**config.mk**
```make
export PLATFORM = sky130hd
export DESIGN_NAME = printer_port_ctrl
export DESIGN_NICKNAME = d
export VERILOG_FILES = /design/src/core/printer_port_pkg.sv /design/src/core/pin_sync.sv /design/src/core/pin_driver.sv /design/src/core/printer_port_ctrl.sv
export SDC_FILE = /design/constraint.sdc
export NUM_CORES = 1
export LEC_CHECK = 0
export ABC_CLOCK_PERIOD_IN_PS = 1200
export BUFFER_PORTS_ARGS = -buffer_cell sky130_fd_sc_hd__buf_2
export CAP_MARGIN = 10
export CORE_MARGIN = 5
export CORE_UTILIZATION = 33
export DETAILED_ROUTE_END_ITERATION = 10
export GPL_TIMING_DRIVEN = 0
export PLACE_DENSITY_LB_ADDON = 0.12
export SYNTH_ARGS = -nofsm -noshare
export SYNTH_HDL_FRONTEND = slang
export SYNTH_HIERARCHICAL = 1
export SYNTH_SLANG_ARGS = --single-unit
```
**constraint.sdc**
```tcl
create_clock -name clk_sys_i -period 1.2 [get_ports clk_sys_i]
set_input_delay 0.12 -clock clk_sys_i [delete_from_list [all_inputs] [get_ports clk_sys_i]]
set_output_delay 0.12 -clock clk_sys_i [all_outputs]
set_load 0.03 [all_outputs]
```
**src/core/printer_port_pkg.sv**
```systemverilog
// ----------------------------------------------------------------------------
// shared constants and types of the printer port control and status pins
// ----------------------------------------------------------------------------
package printer_port_pkg;

   // ----------------------------------------------------------------------------
   // register bus geometry
   // ----------------------------------------------------------------------------
   localparam int ADDR_W = 2;
   localparam int DATA_W = 8;

   // ----------------------------------------------------------------------------
   // register offsets
   // ----------------------------------------------------------------------------
   localparam logic [ADDR_W-1:0] STATUS_OFFSET = 2'h0;
   localparam logic [ADDR_W-1:0] CONTROL_OFFSET = 2'h1;
   localparam logic [ADDR_W-1:0] CONFIG_OFFSET = 2'h2;

   // ----------------------------------------------------------------------------
   // field positions
   // ----------------------------------------------------------------------------
   localparam int STAT_FAULT_BIT = 3;
   localparam int CTRL_STROBE_BIT = 0;
   localparam int CTRL_LINEFEED_BIT = 1;
   localparam int CTRL_INIT_BIT = 2;
   localparam int CTRL_SELECT_BIT = 3;
   localparam int CFG_OPEN_DRAIN_BIT = 0;

   // ----------------------------------------------------------------------------
   // reset values and implemented-bit masks
   // ----------------------------------------------------------------------------
   localparam logic [DATA_W-1:0] CONTROL_RESET = 8'h00;
   localparam logic [DATA_W-1:0] CONFIG_RESET = 8'h00;
   localparam logic [DATA_W-1:0] CONTROL_MASK = 8'h0F;
   localparam logic [DATA_W-1:0] CONFIG_MASK = 8'h01;
   localparam logic [DATA_W-1:0] READ_IDLE = 8'h00;
   localparam logic FAULT_RESET_LEVEL = 1'b1;

   // ----------------------------------------------------------------------------
   // carriers
   // ----------------------------------------------------------------------------
   typedef struct packed {
      logic wr;
      logic rd;
      logic [ADDR_W-1:0] addr;
      logic [DATA_W-1:0] wdata;
   } bus_req_t;

   typedef struct packed {
      logic out;
      logic oe;
   } pin_drive_t;

endpackage : printer_port_pkg

```
**src/core/pin_sync.sv**
```systemverilog
`timescale 1ns/100ps
// ----------------------------------------------------------------------------
// two-flop synchroniser for asynchronous pin inputs
// ----------------------------------------------------------------------------
module pin_sync #(
   parameter int WIDTH = 1,
   parameter logic [WIDTH-1:0] RESET_VAL = '0
) (
   // clock and reset
   input wire logic clk_sys_i,
   input wire logic reset_i,
   input wire logic clk_en_i,
   // pin side
   input wire logic [WIDTH-1:0] async_i,
   // synchronous side
   output logic [WIDTH-1:0] sync_o
);

   logic [WIDTH-1:0] meta_reg;
   logic [WIDTH-1:0] meta_next;
   logic [WIDTH-1:0] stable_reg;
   logic [WIDTH-1:0] stable_next;

   // first stage feeds only the second stage, never any logic
   always_comb begin
      meta_next = meta_reg;
      stable_next = stable_reg;
      if (clk_en_i) begin
         meta_next = async_i;
         stable_next = meta_reg;
      end
   end

   // registers only
   always_ff @(posedge clk_sys_i or posedge reset_i) begin
      if (reset_i) begin
         meta_reg <= RESET_VAL;
         stable_reg <= RESET_VAL;
      end else begin
         meta_reg <= meta_next;
         stable_reg <= stable_next;
      end
   end

   assign sync_o = stable_reg;

endmodule : pin_sync

```
**src/core/pin_driver.sv**
```systemverilog
`timescale 1ns/100ps
// ----------------------------------------------------------------------------
// output pin driver, push-pull or open-drain
// ----------------------------------------------------------------------------
module pin_driver (
   // wanted pin level
   input wire logic level_i,
   // drive style
   input wire logic open_drain_i,
   // pad controls
   output printer_port_pkg::pin_drive_t drive_o
);

   // open-drain only pulls low; a high level is left to the board pull-up
   always_comb begin
      if (open_drain_i) begin
         drive_o.out = 1'b0;
         drive_o.oe = ~level_i;
      end else begin
         drive_o.out = level_i;
         drive_o.oe = 1'b1;
      end
   end

endmodule : pin_driver

```
**src/core/printer_port_ctrl.sv**
```systemverilog
`timescale 1ns/100ps
// Functional notes
// RULE_01: status bit 3 reads the printer fault input level, low means error.
// RULE_02: printer drives fault input low on error, high otherwise.
// RULE_03: select output, active low, is always the inverse of control bit 3.
// RULE_04: initialise output follows control bit 2 directly, not inverted.
// RULE_05: printer initialises while the initialise line is held low.
// RULE_06: auto line feed output, active low, is inverse of control bit 1.
// RULE_07: printer feeds a line after each line while line feed is low.
// RULE_08: strobe output, active low, is inverse of control bit 0.
// RULE_09: printer captures port data on a low strobe pulse.
module printer_port_ctrl (
   // clock, reset and enable
   input wire logic clk_sys_i,
   input wire logic reset_i,
   input wire logic clk_en_i,
   // register port
   input wire logic [printer_port_pkg::ADDR_W-1:0] addr_i,
   input wire logic [printer_port_pkg::DATA_W-1:0] wdata_i,
   input wire logic wr_i,
   input wire logic rd_i,
   output logic [printer_port_pkg::DATA_W-1:0] rdata_o,
   // printer status pin
   input wire logic printer_fault_in_i,
   // printer control pins
   output logic printer_select_out_o,
   output logic printer_select_out_oe_o,
   output logic printer_init_out_o,
   output logic printer_init_out_oe_o,
   output logic auto_linefeed_out_o,
   output logic auto_linefeed_out_oe_o,
   output logic data_strobe_out_o,
   output logic data_strobe_out_oe_o
);

   // ----------------------------------------------------------------------------
   // declarations
   // ----------------------------------------------------------------------------
   printer_port_pkg::bus_req_t req;
   logic [printer_port_pkg::DATA_W-1:0] control_reg;
   logic [printer_port_pkg::DATA_W-1:0] control_next;
   logic [printer_port_pkg::DATA_W-1:0] config_reg;
   logic [printer_port_pkg::DATA_W-1:0] config_next;
   logic [printer_port_pkg::DATA_W-1:0] rdata_reg;
   logic [printer_port_pkg::DATA_W-1:0] rdata_next;
   logic [printer_port_pkg::DATA_W-1:0] status_word;
   logic printer_fault_level;
   logic open_drain;
   logic select_level;
   logic init_level;
   logic linefeed_level;
   logic strobe_level;
   printer_port_pkg::pin_drive_t select_drive;
   printer_port_pkg::pin_drive_t init_drive;
   printer_port_pkg::pin_drive_t linefeed_drive;
   printer_port_pkg::pin_drive_t strobe_drive;

   // ----------------------------------------------------------------------------
   // request bundle
   // ----------------------------------------------------------------------------
   // the bus fields travel together so decode reads one carrier
   assign req.wr = wr_i;
   assign req.rd = rd_i;
   assign req.addr = addr_i;
   assign req.wdata = wdata_i;

   // ----------------------------------------------------------------------------
   // fault input synchroniser
   // ----------------------------------------------------------------------------
   // the printer is asynchronous to us; reset level means no error
   pin_sync #(
      .WIDTH(1),
      .RESET_VAL(printer_port_pkg::FAULT_RESET_LEVEL)
   ) u_fault_sync (
      .clk_sys_i(clk_sys_i),
      .reset_i(reset_i),
      .clk_en_i(clk_en_i),
      .async_i(printer_fault_in_i),
      .sync_o(printer_fault_level)
   );

   // ----------------------------------------------------------------------------
   // status word
   // ----------------------------------------------------------------------------
   // fault bit is the synchronised pin level, not inverted, so error reads as zero
   always_comb begin
      status_word = printer_port_pkg::READ_IDLE;
      status_word[printer_port_pkg::STAT_FAULT_BIT] = printer_fault_level; // see RULE_01
   end

   // ----------------------------------------------------------------------------
   // register writes
   // ----------------------------------------------------------------------------
   // unimplemented bits are masked on write so they always read zero;
   // writes to the status offset are dropped, it has no storage
   always_comb begin
      control_next = control_reg;
      config_next = config_reg;
      if (clk_en_i && req.wr) begin
         case (req.addr)
            printer_port_pkg::CONTROL_OFFSET: begin
               control_next = req.wdata & printer_port_pkg::CONTROL_MASK;
            end
            printer_port_pkg::CONFIG_OFFSET: begin
               config_next = req.wdata & printer_port_pkg::CONFIG_MASK;
            end
            default: begin
               control_next = control_reg;
               config_next = config_reg;
            end
         endcase
      end
   end

   // ----------------------------------------------------------------------------
   // register reads
   // ----------------------------------------------------------------------------
   // read data stand for one enabled cycle only; enabled idle cycles return zero, a low enable holds them, so a
   // stale value is never mistaken for a fresh answer
   always_comb begin
      rdata_next = rdata_reg;
      if (clk_en_i) begin
         rdata_next = printer_port_pkg::READ_IDLE;
         if (req.rd) begin
            case (req.addr)
               printer_port_pkg::STATUS_OFFSET: begin
                  rdata_next = status_word; // see RULE_01
               end
               printer_port_pkg::CONTROL_OFFSET: begin
                  rdata_next = control_reg;
               end
               printer_port_pkg::CONFIG_OFFSET: begin
                  rdata_next = config_reg;
               end
               default: begin
                  rdata_next = printer_port_pkg::READ_IDLE;
               end
            endcase
         end
      end
   end

   // ----------------------------------------------------------------------------
   // register state
   // ----------------------------------------------------------------------------
   always_ff @(posedge clk_sys_i or posedge reset_i) begin
      if (reset_i) begin
         control_reg <= printer_port_pkg::CONTROL_RESET;
         config_reg <= printer_port_pkg::CONFIG_RESET;
         rdata_reg <= printer_port_pkg::READ_IDLE;
      end else begin
         control_reg <= control_next;
         config_reg <= config_next;
         rdata_reg <= rdata_next;
      end
   end

   assign rdata_o = rdata_reg;

   // ----------------------------------------------------------------------------
   // pin levels
   // ----------------------------------------------------------------------------
   // levels come straight off the control flops, so a write shows on the
   // pins at the edge that stores it; strobe width is set by software
   assign select_level = ~control_reg[printer_port_pkg::CTRL_SELECT_BIT]; // see RULE_03
   assign init_level = control_reg[printer_port_pkg::CTRL_INIT_BIT]; // see RULE_04
   assign linefeed_level = ~control_reg[printer_port_pkg::CTRL_LINEFEED_BIT]; // see RULE_06
   assign strobe_level = ~control_reg[printer_port_pkg::CTRL_STROBE_BIT]; // see RULE_08
   assign open_drain = config_reg[printer_port_pkg::CFG_OPEN_DRAIN_BIT];

   // ----------------------------------------------------------------------------
   // pin drivers
   // ----------------------------------------------------------------------------
   pin_driver u_select_drv (
      .level_i(select_level),
      .open_drain_i(open_drain),
      .drive_o(select_drive)
   );

   pin_driver u_init_drv (
      .level_i(init_level),
      .open_drain_i(open_drain),
      .drive_o(init_drive)
   );

   pin_driver u_linefeed_drv (
      .level_i(linefeed_level),
      .open_drain_i(open_drain),
      .drive_o(linefeed_drive)
   );

   pin_driver u_strobe_drv (
      .level_i(strobe_level),
      .open_drain_i(open_drain),
      .drive_o(strobe_drive)
   );

   // pad outputs
   assign printer_select_out_o = select_drive.out;
   assign printer_select_out_oe_o = select_drive.oe;
   assign printer_init_out_o = init_drive.out;
   assign printer_init_out_oe_o = init_drive.oe;
   assign auto_linefeed_out_o = linefeed_drive.out;
   assign auto_linefeed_out_oe_o = linefeed_drive.oe;
   assign data_strobe_out_o = strobe_drive.out;
   assign data_strobe_out_oe_o = strobe_drive.oe;

   // ----------------------------------------------------------------------------
   // assertions
   // ----------------------------------------------------------------------------
   // wire level as the board sees it, undriven pins float high
   logic select_wire;
   logic init_wire;
   logic linefeed_wire;
   logic strobe_wire;
   logic ctrl_write;
   assign select_wire = printer_select_out_oe_o ? printer_select_out_o : 1'b1;
   assign init_wire = printer_init_out_oe_o ? printer_init_out_o : 1'b1;
   assign linefeed_wire = auto_linefeed_out_oe_o ? auto_linefeed_out_o : 1'b1;
   assign strobe_wire = data_strobe_out_oe_o ? data_strobe_out_o : 1'b1;
   assign ctrl_write = clk_en_i && wr_i && (addr_i == printer_port_pkg::CONTROL_OFFSET);
endmodule : printer_port_ctrl

```
-- Word-level counts from Yosys, hierarchy flattened
Index checks and enable logic that the tools add are counted.
- reductions and logical operators: 4
- equal/unequal tests: 2
- multiplexer cells: 6
- bitwise gates (word level): 4
- operators by type and width (kind ; number):
    one-hot mux 4 bit (3 select lines) ; 1
    two-way mux 2 bit ; 4
    two-way mux 4 bit ; 1
    inverter 1 bit ; 4
    AND reduction 2 bit ; 2
    == test 2 x 1 -> 1 bit, second input constant ; 1
    == test 2 bit, second input constant ; 1
    zero test 2 bit ; 1
    logical AND 1 bit ; 1
- input bits: 16
- register bits: 15
- output and inout port bits: 16

-- Longest topological paths before layout
- word-level depth: 3
- gate-level depth with buffers: 3
- mapped depth without buffers: 3

-- By module
Netlist, hierarchy kept.
- by module, submodules not included (module ; times used ; area each (µm²) ; cells each):
    printer_port_ctrl ; 1 ; 457.9 ; 43
    pin_sync ; 1 ; 78.8 ; 5
    pin_driver ; 4 ; 17.5 ; 2

-- Worst setup path before layout
OpenSTA, ideal clock, no wires.
- kind: register to output
- from: reg config_reg[0] (netlist bit)
- to: out auto_linefeed_out_oe_o
- stages on the path, launching flop included: 2
- slack: 0.189 ns
- data required time: 1.080 ns
- data arrival time: 0.891 ns
- cell sequence: dfrtp_1 > nand2_1
- longest elaborated chain between the ends: 1
- ends and longest elaborated chain (element ; line ; text):
    start: declaration ; printer_port_ctrl.sv:42 ; logic [printer_port_pkg::DATA_W-1:0] config_reg;
    start signal: assignment ; printer_port_ctrl.sv:149 ; config_reg <= printer_port_pkg::CONFIG_RESET;
    start signal: assignment ; printer_port_ctrl.sv:153 ; config_reg <= config_next;
    two-way mux 2 bit ; pin_driver.sv:16 ; if (open_drain_i) begin
    end: declaration ; printer_port_ctrl.sv:31 ; output logic auto_linefeed_out_oe_o,
Every way passes these cells.

-- Final worst setup path
- from: reg config_reg[0] (netlist bit)
- to: out auto_linefeed_out_o
- longest elaborated chain between the ends: 1
- ends and longest elaborated chain (element ; line ; text):
    two-way mux 2 bit ; pin_driver.sv:16 ;
    end: declaration ; printer_port_ctrl.sv:30 ; output logic auto_linefeed_out_o,
Every way passes these cells.

==> implementation parameters <==
Parameter                              Value

Status
  Failing checks ... negative setup slack
  Run status ... finished, violations left

Setup path
  Top fanout value on the critical path ... 3
  CP Data Required Time ... 1.08 ns
  Cell type group with the largest total delay on the critical path ... flip-flops
  Category of the most critical setup path ... flip-flop to primary output
  Critical-path cell with the highest stage delay ... sky130_fd_sc_hd__dfrtp_2
  Critical path endpoint category ... primary output
  Setup slack on the worst flop-to-flop path ... around 0.11 ns
  Worst path bufs/invs ... 2
  Ordered list of cells on the worst path ... buf_4 -> nor2b_4 -> buf_6
  Peak per-stage delay on the critical path ... between 0.4 and 0.5 ns
  Arrival time reported for the critical path endpoint ... between 1 and 1.5 ns
  Crit path launch type ... flip-flop

Place
  Count of port buffers added during placement ... 23
  Cell area after placement ... 764 um^2
  Placer Congestion ... slightly above 0.7

Global route
  Initial antenna violation count ... 0
  Via count of the first global-routing pass ... 447
  Global route total overflow ... 0
  First-pass GRT wire length ... 1.89 mm
  Maximum number of pins on one net before global-route repair ... 11
  Overall fraction of global-route tracks in use ... 9.61%

Clock tree
  Clk sinks ... 11
  Clock edge transition at the registers on the reported setup and hold paths ... 0.08 ns
  Root Buffer Master ... sky130_fd_sc_hd__clkbuf_4
  Deepest clock path buffer count ... 2
  Maximum level of the CTS H-tree ... 1
  Number of buffers created by CTS ... 3
  CTS tree ... done
  Insertion delay of the later-clocked pin in the worst-skew pair ... roughly 0.26 ns

Pwr
  Part of the power in the clock network ... between 10% and 20%
  Power Internal ... 0.000848 W
  Combinational fraction of design power ... about 45%
  Share of total power in sequential cells ... 35.3%
  Maximum VDD drop ... roughly 800 uV
  Switching Share ... between 30 and 40%
  Leakage Power ... around 0.45 nW
  Sw Pwr ... 0.000488 W
  Power density normalized to cell area ... 1530 mW/mm^2

Floorplanning
  IO Pins ... 32
  Total number of placement rows ... 15
  Overall die height ... around 53 um
  Core area ... 0.00175 mm^2
  Overall die width ... 52.9 um
  Starting utilization of the core area ... 34.8%
  Die Footprint ... 0.00280 mm^2

Worst hold path
  Classification of the worst-slack hold path ... input pin to flip-flop

Drt
  Post-DR wirelength/cell ... ~11 um
  Via-to-Cell Ratio ... about 4
  Vias after detailed routing ... 473
  Drt first-iter violations ... 4
  Antenna-violating nets left ... 0
  Number of DRC violations after detailed routing ... 0
  Pre-Repair DR Iteration Count ... 2
  Total wire length after detailed routing ... 1.27 mm

Final layout
  Antenna cells ... 0
  Filler Cell Count ... ~180
  Final standard cell area without fillers ... 876 um^2
  Net count of the finished layout ... 108
  Layout cell share with drive strength beyond 1 ... 57.1%
  Layout overhead on the synthesized area ... 44.3%

Logic synthesis
  Sequential element share of the synthesized area ... a little under half
  Count of state elements after synthesis ... 11
  Number of distinct standard cells referenced by the synthesized netlist ... 15
  Mapped Avg Cell Area ... 10.8 um^2
  Cell Area, Synth ... roughly 610 um^2
  Count of warnings emitted by yosys ... 6
  Gate count after technology mapping ... 56

STA
  Final WS setup ... -0.0149 ns
  Setup TNS after final layout ... -0.0149 ns
  Post-Route Skew ... ~0.0022 ns
  Number of hold violations in the final report ... 0
  Maximum achievable frequency ... ~820 MHz
  Setup-violating endpoint count in the final report ... 1
  Number of max-slew violations in the final report ... 0
  Final cycle utilization of the critical path ... 101%
  Min Tclk post-route ... 1.21 ns
  Setup repair after global routing missed its margin ... true

Run
  Reported max-cap violation count ... 0
==> per-layer routing <==
metal  global-route usage (%)  wire length (um)  vias up
li1                         -                 -      239
met1                     11.2               504      220
met2                     15.3               671       14
met3                     3.38                95        0
met4                     5.11                 0        0
met5                        0                 0        -
==> path summary, 6_finish.rpt <==
check,from,endpoint,cells past startpoint
min in group asynchronous,reset_i,control_reg[3],3
setup / recovery,config_reg[0],auto_linefeed_out_o,3
max in group asynchronous,reset_i,config_reg[0],3
hold reg to reg,rdata_o[1],rdata_o[1],2
setup reg to reg,config_reg[0],rdata_o[0],4
hold / removal,wdata_i[3],control_reg[3],2
==> power groups by stage <==
stage / sequential [W] / combinational, W / clock, W
final: 0.000472 / 0.000607 / 0.000258
after global routing: 0.000480 / 0.000646 / 0.000287
after CTS: 0.000501 / 0.000499 / 0.000265
after detailed placement: 0.000508 / 0.000449 / 0
after floorplan: 0.000511 / 0.000324 / 0
after global placement: 0.000505 / 0.000444 / 0
==> metrics by stage <==
stage               utilization (%)  hold slack (ns)  std cells  power, W  worst slack [ns]
finish                         50.2           0.0835        116   0.00134           -0.0149
global route                   50.2           0.0749        116   0.00141           -0.0453
CTS                            47.4           0.0775        113   0.00126         -0.000982
detailed placement             43.8            0.130        107  0.000957             0.127
global placement               43.8            0.123        107  0.000949             0.141
floorplan                         -          -0.0521         59  0.000835             0.189
==> what timing repair did <==
item / 4_1_cts / 5_1_grt
pin swaps: 0 / 0
gates resized for setup: 8 / 10
endpoints found under the hold margin: 11 / 0
endpoints found under the setup margin: 8 / 8
hold buffers: 1 / 0
setup buffers: 1 / 3
==> cell usage in the layout (no fill, tap or decap), types with 2 or more instances in the layout <==
cell type / Yosys / final
sky130_fd_sc_hd__buf_6: 0 / 7
sky130_fd_sc_hd__buf_4: 5 / 9
sky130_fd_sc_hd__conb_1: 1 / 4
sky130_fd_sc_hd__nand2_1: 8 / 8
sky130_fd_sc_hd__o22ai_1: 4 / 4
sky130_fd_sc_hd__clkbuf_4: 0 / 3
sky130_fd_sc_hd__dfstp_2: 2 / 2
sky130_fd_sc_hd__buf_2: 0 / 16
sky130_fd_sc_hd__inv_1: 9 / 9
sky130_fd_sc_hd__nor2b_4: 4 / 4
sky130_fd_sc_hd__and2b_2: 2 / 2
sky130_fd_sc_hd__dfrtp_1: 9 / 8
sky130_fd_sc_hd__mux2_2: 7 / 7
==> synth_stat cells, drive strengths merged <==
master  instances  share of area [%]
nand3           2                3.7
buf             5                6.2
mux2            7                 13
conb            1               0.62
inv             9                5.6
dfrtp           9                 37
a22oi           1                1.2
nor2b           4                9.1
o22ai           4                4.1
nand3b          1                1.2
dfstp           2                8.7
mux2i           1                1.6
nand2           8                4.9
and2b           2                2.9
==> logic make-up (layout without fill, tap and decap cells) <==
family | after synthesis | after routing | share of synthesized area [%]
buffers and inverters | 14 | 46 | 11.8
flip-flops | 11 | 11 | 45.8
AO/OA/AOI/OAI | 5 | 5 | 5.36
multiplexers | 8 | 8 | 14.6
other | 1 | 4 | 0.618
AND/OR/NAND/NOR | 17 | 17 | 21.9
==> cell type report <==
class                      instances  area (um^2)  share of cell area, %
inverter                           9         33.8                   3.86
timing repair buffer              28          199                   22.7
multi-input combinational         34          269                   30.7
tap                               25         31.3                   3.57
sequential                        11          279                   31.9
buffer                             5         37.5                   4.29
clock buffer                       4         26.3                   3.00
Power figures use the tool's default switching activity.
